===== config.mk =====
export PLATFORM = sky130hd
export DESIGN_NAME = io_and_opcode_range_trace_qualifier
export DESIGN_NICKNAME = d
export VERILOG_FILES = /design/src/verilog/trace_qual_pkg.sv /design/src/verilog/io_and_opcode_range_trace_qualifier.sv
export SDC_FILE = /design/constraint.sdc
export NUM_CORES = 2
export LEC_CHECK = 0
export BUFFER_PORTS_ARGS = -buffer_cell sky130_fd_sc_hd__buf_2
export CORE_MARGIN = 2
export CORE_UTILIZATION = 35
export DETAILED_ROUTE_END_ITERATION = 10
export PLACE_DENSITY = 0.61
export REMOVE_ABC_BUFFERS = 1
export SETUP_SLACK_MARGIN = 0.5
export SYNTH_ARGS = -nofsm -noshare
export SYNTH_HDL_FRONTEND = slang
export SYNTH_SLANG_ARGS = --single-unit

===== constraint.sdc =====
create_clock -name pclk -period 4.55 [get_ports pclk]
set_clock_uncertainty 0.15 [all_clocks]
set_input_delay 0.455 -clock pclk [delete_from_list [all_inputs] [get_ports pclk]]
set_output_delay 0.455 -clock pclk [all_outputs]
set_load 0.005 [all_outputs]

===== src/verilog/trace_qual_pkg.sv =====
package trace_qual_pkg;
  // ==========================================================
  // Register word indexes, byte address is four times the index.
  localparam int unsigned REG_CTRL = 0;
  localparam int unsigned REG_MEM_CFG = 1;
  localparam int unsigned REG_MEM_ADDR1 = 2;
  localparam int unsigned REG_MEM_ADDR2 = 3;
  localparam int unsigned REG_MEM_DATA = 4;
  localparam int unsigned REG_IO_CFG = 5;
  localparam int unsigned REG_IO_ADDR1 = 6;
  localparam int unsigned REG_IO_ADDR2 = 7;
  localparam int unsigned REG_IX_CFG = 8;
  localparam int unsigned REG_IX_ADDR1 = 9;
  localparam int unsigned REG_IX_ADDR2 = 10;
  localparam int unsigned REG_OPC_BOUNDS = 11;
  localparam int unsigned REG_OPC_CMD = 12;
  localparam int unsigned REG_STATUS = 13;
  localparam int unsigned NUM_REGS = 14;
  // ==========================================================
  // Control word fields.
  localparam int unsigned CTRL_MODE_BIT = 0;
  localparam int unsigned CTRL_OPC_EN_BIT = 1;
  localparam int unsigned CTRL_XA_LSB = 4;
  localparam int unsigned CTRL_RUN_BIT = 8;
  // Qualifier word fields, shared by the three setups.
  localparam int unsigned QUAL_LSB = 0;
  localparam int unsigned QUAL_RANGE_BIT = 3;
  localparam int unsigned QUAL_IO_BIT = 4;
  localparam int unsigned QUAL_XCMP_LSB = 8;
  localparam int unsigned QUAL_XMASK_LSB = 16;
  // Compare word: value low half, mask high half.
  localparam int unsigned DMASK_LSB = 16;
  // Opcode command word.
  localparam int unsigned OPC_ADD_BIT = 0;
  // Status word.
  localparam int unsigned STAT_SEEN_BIT = 0;
  localparam int unsigned STAT_ACTIVE_BIT = 1;
  localparam int unsigned STAT_USED_LSB = 8;
  // ==========================================================
  // Reset values and fixed constants.
  localparam logic [31:0] REG_RESET = 32'h0000_0000;
  localparam logic [15:0] OPC_MASK = 16'hFFF0;
  localparam logic [15:0] IO_ADDR_MASK = 16'h7FFF;
  localparam logic [7:0] EXT_ALL = 8'hFF;
  localparam logic [3:0] EXT_BITS = 4'h8;
  // ==========================================================
  // Qualifier codes.
  typedef enum logic [2:0] {
    mem_off = 3'h0,
    mem_any_access = 3'h1,
    mem_read_access = 3'h2,
    mem_write_access = 3'h3,
    mem_fetch_only = 3'h4
  } mem_qual_t;
  localparam logic IO_OFF = 1'b0;
  localparam logic IO_ANY_ACCESS = 1'b1;
  localparam logic MODE_SEPARATE = 1'b0;
  localparam logic MODE_INSTR_RANGE = 1'b1;
endpackage

===== src/verilog/io_and_opcode_range_trace_qualifier.sv =====
// Overview of operation
// - I/O qualifier code zero records no I/O samples.
// - I/O code one qualifies any I/O read or write at matching port.
// - I/O addresses are bit numbers; bit 15 is ignored in compares.
// - Range off: exact match to either address; on: between them.
// - First address above second inverts the range test.
// - I/O qualifying uses no data word compare, only extended byte.
// - I/O samples take bus data as data from the addressed port.
// - I/O settings are held apart from memory settings.
// - Extended byte compared under mask, ones enable each bit.
// - Fetched opcode is ANDed with FFF0 before bound compares.
// - Opcode ranges accumulate; code one adds, zero deletes.
// - Opcode enable clear means the range set is ignored.
// - Qualified fetch in instruction-range mode sets the seen flag.
// - Next unqualified fetch clears a set seen flag.
// - Flag set plus memory or I/O qualifier stores, any address.
// - Instruction-range qualifier codes mean the same as separate ones.
// - Mode selects separate qualifiers or fetch-only range test.
// - Tracing stays active until every qualifier of the selected mode is off.
// - Memory codes: off, any, read or fetch, write, fetch only.
// - Eight extended bits split into address and data fields.
// - Mode one is instruction-range, mode zero separate qualifiers.
//
// Added by the designer: register access over APB and the placing of the registers.
`timescale 1ns/1ps
module io_and_opcode_range_trace_qualifier
  import trace_qual_pkg::*;
#(
  parameter int unsigned NUM_RANGES = 8
) (
  // APB clock and reset.
  input wire logic pclk,
  input wire logic presetn,
  // APB slave.
  input wire logic psel,
  input wire logic penable,
  input wire logic pwrite,
  input wire logic [7:0] paddr,
  input wire logic [31:0] pwdata,
  output logic [31:0] prdata,
  output logic pready,
  output logic pslverr,
  // Target bus cycle, same clock.
  input wire logic cyc_valid,
  input wire logic cyc_io,
  input wire logic cyc_write,
  input wire logic instruction_fetch_cycle,
  input wire logic [15:0] cyc_addr,
  input wire logic [15:0] cyc_data,
  input wire logic [7:0] cyc_ext,
  // Trace sample out.
  output logic sample_store,
  output logic sample_is_io,
  output logic [15:0] sample_addr,
  output logic [15:0] sample_data,
  output logic [7:0] sample_ext,
  output logic fetch_seen,
  output logic trace_active
);

  // The used-slot count in the status word is eight bits wide, which bounds the set.
  if (NUM_RANGES < 1 || NUM_RANGES > 255) begin : bad_ranges
    $error("NUM_RANGES must be 1 to 255.");
  end

  // ==========================================================
  // Helper functions
  // Address test shared by memory, I/O and fetch qualifiers.
  function automatic logic addr_ok(input logic [15:0] a, input logic [15:0] a1,
                                   input logic [15:0] a2, input logic rng);
    if (!rng) begin
      addr_ok = (a == a1) || (a == a2);
    end else if (a1 <= a2) begin
      addr_ok = (a >= a1) && (a <= a2);
    end else begin
      addr_ok = (a >= a1) || (a <= a2);
    end
  endfunction

  // Extended data field sits in the low bits left over after address bits.
  function automatic logic ext_ok(input logic [7:0] x, input logic [31:0] q,
                                  input logic [3:0] nb);
    logic [7:0] field;
    field = (nb >= EXT_BITS) ? 8'h00 : (EXT_ALL >> nb);
    ext_ok = ((x ^ q[QUAL_XCMP_LSB +: 8]) & q[QUAL_XMASK_LSB +: 8] & field) == 8'h00;
  endfunction

  // Memory qualifier code against cycle kind.
  function automatic logic mem_ok(input logic [2:0] code, input logic wr, input logic fe);
    unique case (code)
      mem_any_access: mem_ok = 1'b1;
      mem_read_access: mem_ok = !wr;
      mem_write_access: mem_ok = wr;
      mem_fetch_only: mem_ok = fe;
      default: mem_ok = 1'b0;
    endcase
  endfunction

  // ==========================================================
  // APB register file
  logic [31:0] cfg [0:NUM_REGS-1];
  logic [31:0] status_word;
  logic wr_en;
  logic [3:0] reg_idx;
  logic idx_ok;
  logic run_pulse;
  logic opc_cmd_pulse;

  assign reg_idx = paddr[5:2];
  assign idx_ok = (paddr[7:6] == 2'b00) && (paddr[1:0] == 2'b00) && (reg_idx < NUM_REGS);
  assign wr_en = psel && penable && pready && pwrite && idx_ok;
  assign run_pulse = wr_en && (reg_idx == REG_CTRL) && pwdata[CTRL_RUN_BIT];
  assign opc_cmd_pulse = wr_en && (reg_idx == REG_OPC_CMD);

  // Each setup has its own words; memory and I/O share only the extended address-bit count in the control word.
  always_ff @(posedge pclk or negedge presetn) begin
    if (!presetn) begin
      for (int i = 0; i < NUM_REGS; i++) begin
        cfg[i] <= REG_RESET;
      end
    end else if (wr_en && reg_idx != REG_STATUS && reg_idx != REG_OPC_CMD) begin
      cfg[reg_idx] <= pwdata;
    end
  end

  // One wait-free answer: ready rises in the access phase.
  always_ff @(posedge pclk or negedge presetn) begin
    if (!presetn) begin
      pready <= 1'b0;
      pslverr <= 1'b0;
      prdata <= 32'h0000_0000;
    end else begin
      pready <= psel && !penable;
      pslverr <= psel && !penable && !idx_ok;
      if (psel && !penable && !pwrite && idx_ok) begin
        if (reg_idx == REG_STATUS) begin
          prdata <= status_word;
        end else if (reg_idx == REG_OPC_CMD) begin
          prdata <= 32'h0000_0000;
        end else begin
          prdata <= cfg[reg_idx];
        end
      end else begin
        prdata <= 32'h0000_0000;
      end
    end
  end

  // ==========================================================
  // Field decode
  logic mode;
  logic opc_en;
  logic [3:0] xa_bits;
  logic [2:0] mem_code;
  logic io_code;
  logic [2:0] ix_mem_code;
  logic ix_io_code;
  logic next_active;

  assign mode = cfg[REG_CTRL][CTRL_MODE_BIT];
  assign opc_en = cfg[REG_CTRL][CTRL_OPC_EN_BIT];
  assign xa_bits = cfg[REG_CTRL][CTRL_XA_LSB +: 4];
  assign mem_code = cfg[REG_MEM_CFG][QUAL_LSB +: 3];
  assign io_code = cfg[REG_IO_CFG][QUAL_LSB];
  assign ix_mem_code = cfg[REG_IX_CFG][QUAL_LSB +: 3];
  assign ix_io_code = cfg[REG_IX_CFG][QUAL_IO_BIT];
  // Live until every qualifier of the selected mode is at its off code.
  assign next_active = (mode == MODE_SEPARATE) ? (mem_code != mem_off || io_code != IO_OFF)
                     : (ix_mem_code != mem_off || ix_io_code != IO_OFF);

  // ==========================================================
  // Opcode range set
  logic [15:0] rng_lo [0:NUM_RANGES-1];
  logic [15:0] rng_hi [0:NUM_RANGES-1];
  logic [NUM_RANGES-1:0] rng_used;
  logic [NUM_RANGES-1:0] rng_hit;
  logic [NUM_RANGES-1:0] rng_same;
  logic [NUM_RANGES-1:0] add_sel;
  logic [15:0] opc_masked;
  logic [15:0] new_lo;
  logic [15:0] new_hi;
  logic opc_add;
  logic [7:0] used_count;

  assign opc_masked = cyc_data & OPC_MASK;
  assign new_lo = cfg[REG_OPC_BOUNDS][15:0] & OPC_MASK;
  assign new_hi = cfg[REG_OPC_BOUNDS][31:16] & OPC_MASK;
  assign opc_add = pwdata[OPC_ADD_BIT];

  // First free slot wins an add; a full set drops the add silently.
  always_comb begin
    logic found;
    found = 1'b0;
    add_sel = '0;
    used_count = 8'h00;
    for (int i = 0; i < NUM_RANGES; i++) begin
      if (!rng_used[i] && !found) begin
        add_sel[i] = 1'b1;
        found = 1'b1;
      end
      used_count = used_count + {7'h00, rng_used[i]};
    end
  end

  genvar g;
  generate
    for (g = 0; g < NUM_RANGES; g++) begin : slot
      assign rng_hit[g] = rng_used[g] && opc_masked >= rng_lo[g] && opc_masked <= rng_hi[g];
      assign rng_same[g] = rng_lo[g] == new_lo && rng_hi[g] == new_hi;
      // Ranges stay until a delete names the same bounds.
      always_ff @(posedge pclk or negedge presetn) begin
        if (!presetn) begin
          rng_used[g] <= 1'b0;
          rng_lo[g] <= 16'h0000;
          rng_hi[g] <= 16'h0000;
        end else if (opc_cmd_pulse && opc_add && add_sel[g] && !(|(rng_used & rng_same))) begin
          rng_used[g] <= 1'b1;
          rng_lo[g] <= new_lo;
          rng_hi[g] <= new_hi;
        end else if (opc_cmd_pulse && !opc_add && rng_used[g] && rng_same[g]) begin
          rng_used[g] <= 1'b0;
        end
      end
    end
  endgenerate

  // ==========================================================
  // Qualification terms
  logic [15:0] io_addr;
  logic mem_cyc;
  logic fetch_qual;
  logic next_seen;
  logic sep_mem_hit;
  logic sep_io_hit;
  logic ix_hit;
  logic next_store;

  assign mem_cyc = cyc_valid && !cyc_io;
  assign io_addr = cyc_addr & IO_ADDR_MASK;

  // Fetch qualification: range, extended field, optional opcode set.
  assign fetch_qual = addr_ok(cyc_addr, cfg[REG_IX_ADDR1][15:0], cfg[REG_IX_ADDR2][15:0],
                              cfg[REG_IX_CFG][QUAL_RANGE_BIT])
                   && ext_ok(cyc_ext, cfg[REG_IX_CFG], xa_bits)
                   && (!opc_en || |rng_hit);

  // Separate memory qualifier, with data word compare.
  assign sep_mem_hit = mem_cyc && mem_ok(mem_code, cyc_write, instruction_fetch_cycle)
                    && addr_ok(cyc_addr, cfg[REG_MEM_ADDR1][15:0], cfg[REG_MEM_ADDR2][15:0],
                               cfg[REG_MEM_CFG][QUAL_RANGE_BIT])
                    && ((cyc_data ^ cfg[REG_MEM_DATA][15:0]) & cfg[REG_MEM_DATA][DMASK_LSB +: 16]) == 16'h0000
                    && ext_ok(cyc_ext, cfg[REG_MEM_CFG], xa_bits);

  // I/O qualifier has no data word compare, only the extended byte.
  assign sep_io_hit = cyc_valid && cyc_io && io_code == IO_ANY_ACCESS
                   && addr_ok(io_addr, cfg[REG_IO_ADDR1][15:0] & IO_ADDR_MASK,
                              cfg[REG_IO_ADDR2][15:0] & IO_ADDR_MASK,
                              cfg[REG_IO_CFG][QUAL_RANGE_BIT])
                   && ext_ok(cyc_ext, cfg[REG_IO_CFG], xa_bits);

  // A fetch updates the flag first, so a qualified fetch may store itself.
  always_comb begin
    next_seen = fetch_seen;
    if (mode == MODE_INSTR_RANGE && cyc_valid && !cyc_io && instruction_fetch_cycle) begin
      next_seen = fetch_qual;
    end else if (run_pulse) begin
      next_seen = 1'b0;
    end
  end

  // Cycles after a qualified fetch have no address limit.
  assign ix_hit = next_seen
               && ((mem_cyc && mem_ok(ix_mem_code, cyc_write, instruction_fetch_cycle))
               || (cyc_valid && cyc_io && ix_io_code == IO_ANY_ACCESS));

  assign next_store = (mode == MODE_SEPARATE) ? (sep_mem_hit || sep_io_hit) : ix_hit;

  // ==========================================================
  // Flag and sample registers
  always_ff @(posedge pclk or negedge presetn) begin
    if (!presetn) begin
      fetch_seen <= 1'b0;
    end else begin
      fetch_seen <= next_seen;
    end
  end

  always_ff @(posedge pclk or negedge presetn) begin
    if (!presetn) begin
      trace_active <= 1'b0;
    end else begin
      trace_active <= next_active;
    end
  end

  // Data is latched for I/O too and marked as from the addressed port.
  always_ff @(posedge pclk or negedge presetn) begin
    if (!presetn) begin
      sample_store <= 1'b0;
      sample_is_io <= 1'b0;
      sample_addr <= 16'h0000;
      sample_data <= 16'h0000;
      sample_ext <= 8'h00;
    end else begin
      sample_store <= next_store;
      if (next_store) begin
        sample_is_io <= cyc_io;
        sample_addr <= cyc_io ? io_addr : cyc_addr;
        sample_data <= cyc_data;
        sample_ext <= cyc_ext;
      end
    end
  end

  assign status_word = {16'h0000, used_count, 6'h00, trace_active, fetch_seen};

  // ==========================================================
  // Checks
  io_off_a: assert property (@(posedge pclk) disable iff (!presetn)
    mode == MODE_SEPARATE && io_code == IO_OFF && cyc_valid && cyc_io |=> !sample_store)
    else $error("I/O cycle stored with I/O qualifier off.");
  io_exact_a: assert property (@(posedge pclk) disable iff (!presetn)
    mode == MODE_SEPARATE && io_code == IO_ANY_ACCESS && cyc_valid && cyc_io
    && !cfg[REG_IO_CFG][QUAL_RANGE_BIT] && cfg[REG_IO_CFG][QUAL_XMASK_LSB +: 8] == 8'h00
    && cyc_addr[14:0] == cfg[REG_IO_ADDR1][14:0] |=> sample_store && sample_is_io)
    else $error("Matching I/O cycle not stored.");
  io_bit15_a: assert property (@(posedge pclk) disable iff (!presetn)
    sample_store && sample_is_io |-> !sample_addr[15])
    else $error("I/O sample kept address bit 15.");
  fetch_set_a: assert property (@(posedge pclk) disable iff (!presetn)
    mode == MODE_INSTR_RANGE && cyc_valid && !cyc_io && instruction_fetch_cycle && fetch_qual
    |=> fetch_seen)
    else $error("Qualified fetch did not set the flag.");
  fetch_clr_a: assert property (@(posedge pclk) disable iff (!presetn)
    fetch_seen && mode == MODE_INSTR_RANGE && cyc_valid && !cyc_io && instruction_fetch_cycle
    && !fetch_qual |=> !fetch_seen)
    else $error("Unqualified fetch left the flag set.");
  ix_io_a: assert property (@(posedge pclk) disable iff (!presetn)
    mode == MODE_INSTR_RANGE && fetch_seen && cyc_valid && cyc_io && ix_io_code == IO_ANY_ACCESS
    && !run_pulse |=> sample_store ##0 sample_is_io)
    else $error("I/O cycle after qualified fetch not stored.");
  mem_wr_a: assert property (@(posedge pclk) disable iff (!presetn)
    mode == MODE_SEPARATE && mem_code == mem_write_access && mem_cyc && !cyc_write
    && !sep_io_hit |=> !sample_store)
    else $error("Read stored under write-only qualifier.");
  run_clr_a: assert property (@(posedge pclk) disable iff (!presetn)
    run_pulse && !(cyc_valid && instruction_fetch_cycle) |=> !fetch_seen)
    else $error("Run start did not clear the flag.");
  active_a: assert property (@(posedge pclk) disable iff (!presetn)
    sample_store |-> $past(next_active))
    else $error("Sample stored while all qualifiers off.");
  // Without the flag no cycle but a fetch can open the instruction-range path.
  ix_armed_a: assert property (@(posedge pclk) disable iff (!presetn)
    mode == MODE_INSTR_RANGE && !fetch_seen && !(cyc_valid && !cyc_io && instruction_fetch_cycle)
    |=> !sample_store)
    else $error("Cycle stored with the fetch flag clear.");
  hold_sample_a: assert property (@(posedge pclk) disable iff (!presetn)
    !sample_store |-> $stable(sample_addr) && $stable(sample_data) && $stable(sample_ext)
    && $stable(sample_is_io))
    else $error("Sample fields moved without a store.");

  io_store_c: cover property (@(posedge pclk) disable iff (!presetn) sample_store && sample_is_io);
  ix_chain_c: cover property (@(posedge pclk) disable iff (!presetn)
    !fetch_seen ##1 fetch_seen ##[1:4] sample_store && !sample_is_io);
  opc_hit_c: cover property (@(posedge pclk) disable iff (!presetn) opc_en && |rng_hit && fetch_qual);
  excl_c: cover property (@(posedge pclk) disable iff (!presetn)
    sep_mem_hit && cfg[REG_MEM_CFG][QUAL_RANGE_BIT]
    && cfg[REG_MEM_ADDR1][15:0] > cfg[REG_MEM_ADDR2][15:0]);
  ix_io_c: cover property (@(posedge pclk) disable iff (!presetn)
    mode == MODE_INSTR_RANGE && sample_store && sample_is_io);

endmodule


==> results.yml <==
synthesis:
  synthAdderAreaFrac_pct: 11.2
  synthXorXnorAreaFrac_pct: 5.26
  synth-compound-area-share_pct: 6.38
  syn_inst: 3313
  yosysWarnings: 0
  synth_top_family_by_area: "multiplexers"
  syn_area_mm2: 0.0388
  async_flop_share_pct: 100
  synth.mux.area_fraction_pct: 22.9
  synth-seq-cells: 662
  dominantRegCellSynth: "dfrtp_1"
  synth_area_per_cell_um2: 11.7
  synthDistinctLibCells: 69
  synth_edf_count: 0
  synth-simple-area-share_pct: 6.62
  ys_seq_area_share_pct: 42.7
layout:
  multi_input_area_mm2: 0.0204
  layout_common_cells: "dfrtp_1 (658), mux2_2 (546), ha_1 (338), inv_1 (291), buf_2 (163)"
  final_cell_area_mm2: 0.0445
  post-route-util_pct: 40.4
  seq_area_mm2: 0.0166
  layout_commonest_cell: "dfrtp_1"
  layout-drive-gt1-share_pct: 30.3
  num-fill-cells: 10500
  syn_to_final_growth_pct: 14.8
  nets: 3932
drt:
  highest_layer: "met5"
  m1WireLength_mm: 54.1
  drtIter0Drc: 1957
  routed_via_density: 5.37
  wl_met2_mm: 56.0
  wl_met3_mm: 7.05
  ant_nets: 0
  drc_errors: 0
  wirelength_mm: 121
  wl_per_cell_um: 23.9
  vias: 27100
  firstDrtPassIters: 7
setup_path:
  r2r_end: "rng_lo[75]$_DFFE_PN0P_"
  endpoint_kind: "flop"
  cp-endpoint: "rng_lo[75]$_DFFE_PN0P_"
  reg2regPathDepth: 9
  start_kind: "flop"
  max_stage_delay_ps: 1060
  cp-startpoint: "cfg[70]$_DFFE_PN0P_"
  crit_type: "reg -> reg"
  cp_top_family: "simple AND/OR/NAND/NOR gates"
  cp_data_required_time_ps: 4910
  cp_cell_sequence: "xor2_1 > nor4_1 > nand4_1 > nand3_1 > nor4_4 > nand2_1 > nor3b_4 > buf_4 > mux2_2"
  slowest_stage: "dfrtp_1"
  critical_path_depth: 9
  timing.rr.start: "cfg[70]$_DFFE_PN0P_"
  cp.arrival_ps: 4250
  path_buf_inv: 1
  path_max_fanout: 17
  r2r_setup_slack_ps: 660
global_routing:
  grt_pass1_vias: 27700
  grt.overflow.total: 0
  track_usage_pct: 21.5
  antenna_found_initial: 11
  grt_max_degree: 118
  grt_pass1_wl_mm: 182
clock_tree:
  htree_levels: 3
  cts_tree: "yes"
  numCtsBuffers: 76
  cts_root_buffer: "clkbuf_16"
  clk_pin_slew_ps: 60
  cts_setup_buffers: 0
  cts_sinks: 662
  clk_latency_ps: 680
  clockBufferDepth: 3
die:
  die_w_um: 337
  die_h_um: 337
  die_area_mm2: 0.114
  placementRows: 122
  start_util_pct: 35.1
  core_area_mm2: 0.110
  ios: 167
job:
  drv_cap: 0
timing:
  slew_headroom_pct: 26.7
  slew_viol_final: 0
  hold_violations: 0
  timing.final.crit_share_pct: 85.5
  min_period_ps: 3890
  worst_pin_slew_ps: 1100
  rsz0062_at_grt: "no"
  setup_viol: 0
  tns_ps: 0
  clock.fmax_mhz: 257
hold_path:
  hold_path.class: "in -> reg"
pwr:
  p_leak_nw: 21.6
  p_per_area_mw_per_mm2: 298
  ir_worst_vdd_mv: 0.262
placement:
  dp_hpwl_mm: 84.1
  port_buffers: 166
  dpl-instance-area_mm2: 0.0416
  gp_congestion: 0.927
status:
  outcome: "finished, final reports clean"
registers in the layout (all words and copies together), names as in the netlist:
| name | flops |
|---|---|
| fetch_seen | 1 |
| rng_lo | 96 |
| rng_hi | 96 |
| rng_used | 8 |
| sample_store | 1 |
| prdata | 32 |
| sample_is_io | 1 |
| trace_active | 1 |
| sample_addr | 16 |
| sample_data | 16 |
| pslverr | 1 |
| cfg | 384 |
| pready | 1 |
| sample_ext | 8 |
worst min path at each step:
stage	end	cells after the start	start
2_1_floorplan	cfg[100]$_DFFE_PN0P_	0	presetn
3_3_place_gp	cfg[424]$_DFFE_PN0P_	2	cfg[424]$_DFFE_PN0P_
3_5_place_dp	cfg[424]$_DFFE_PN0P_	2	cfg[424]$_DFFE_PN0P_
4_1_cts	sample_ext[4]$_DFFE_PN0P_	2	cyc_ext[4]
5_1_grt	sample_ext[4]$_DFFE_PN0P_	2	cyc_ext[4]
6_report	cfg[198]$_DFFE_PN0P_	3	pwdata[6]
per-stage QoR:
stage                     worst slack (ps)  total power, mW  hold WS [ps]  std cells
final                                  659             13.3          28.1       5051
after floorplan                       75.8             6.41          9.41       3129
after global routing                   521             13.7          30.2       5048
after global placement                 350             6.95           310       4880
after detailed placement               331             6.96           321       4880
after CTS                              563             13.4          4.04       5048
worst register-to-register path, delay by kind of cell (launching register included):
kind | cells | cell delay, ps
mux | 1 | 370
flops | 1 | 1060
simple gates | 6 | 1590
buf+inv | 1 | 350
xor+xnor | 1 | 220
synth_stat cells, types with 9 or more instances:
cell	n	area [um2]
nor4_1	36	225
mux4_2	96	2160
a211oi_1	20	150
buf_4	26	195
a2111oi_0	9	78.8
a32oi_1	11	96.3
xor2_1	131	1150
o21ai_0	107	536
nand4_1	103	644
o211ai_1	19	143
nor2_1	96	360
nand2_1	125	469
mux2_4	19	285
nor3_1	24	120
clkbuf_1	96	360
a21o_1	25	188
nand2b_1	14	87.6
buf_2	18	90.1
mux2i_1	30	300
inv_1	291	1090
a21oi_1	155	776
buf_1	42	158
mux2_2	546	6150
nand3_1	37	185
xnor2_1	102	893
nor2b_1	29	181
ha_1	338	4230
a31oi_1	10	62.6
dfrtp_1	662	16600
routing by layer:
layer	global-route usage (%)	vias up
met5	0	-
met4	6.42	12
met3	3.59	218
met2	34.9	712
met1	29.3	13900
li1	-	12300
report_power, final:
part	leakage (nW)	switching [mW]	internal, mW
sequential	8.97	0.0249	5.92
clock	1.24	2.76	3.63
combinational	11.4	0.599	0.324
area by class of cell:
type,instances,share of cell area (%)
flip-flops and latches,662,37.2
inverters,291,2.45
clock inverters,39,1.23
diodes,3,0.0169
multi-input cells,2176,45.8
clock buffers,98,4.57
repair buffers,294,4.60
well taps,1488,4.18
logic make-up after synthesis:
group / after synthesis
compound gates: 409
xor+xnor: 233
fa+ha+maj: 344
buf+inv: 475
flops: 662
mux: 691
simple gates: 499
repair_timing:
action                                  CTS  global route
cloned                                    0             0
gates resized for setup                   1             4
endpoints found under the setup margin    2            33
hold buffers                             31             0
hold endpoints to repair                126             0
pin swaps                                 0             0
Note: power is estimated with default switching activity, not from simulation.
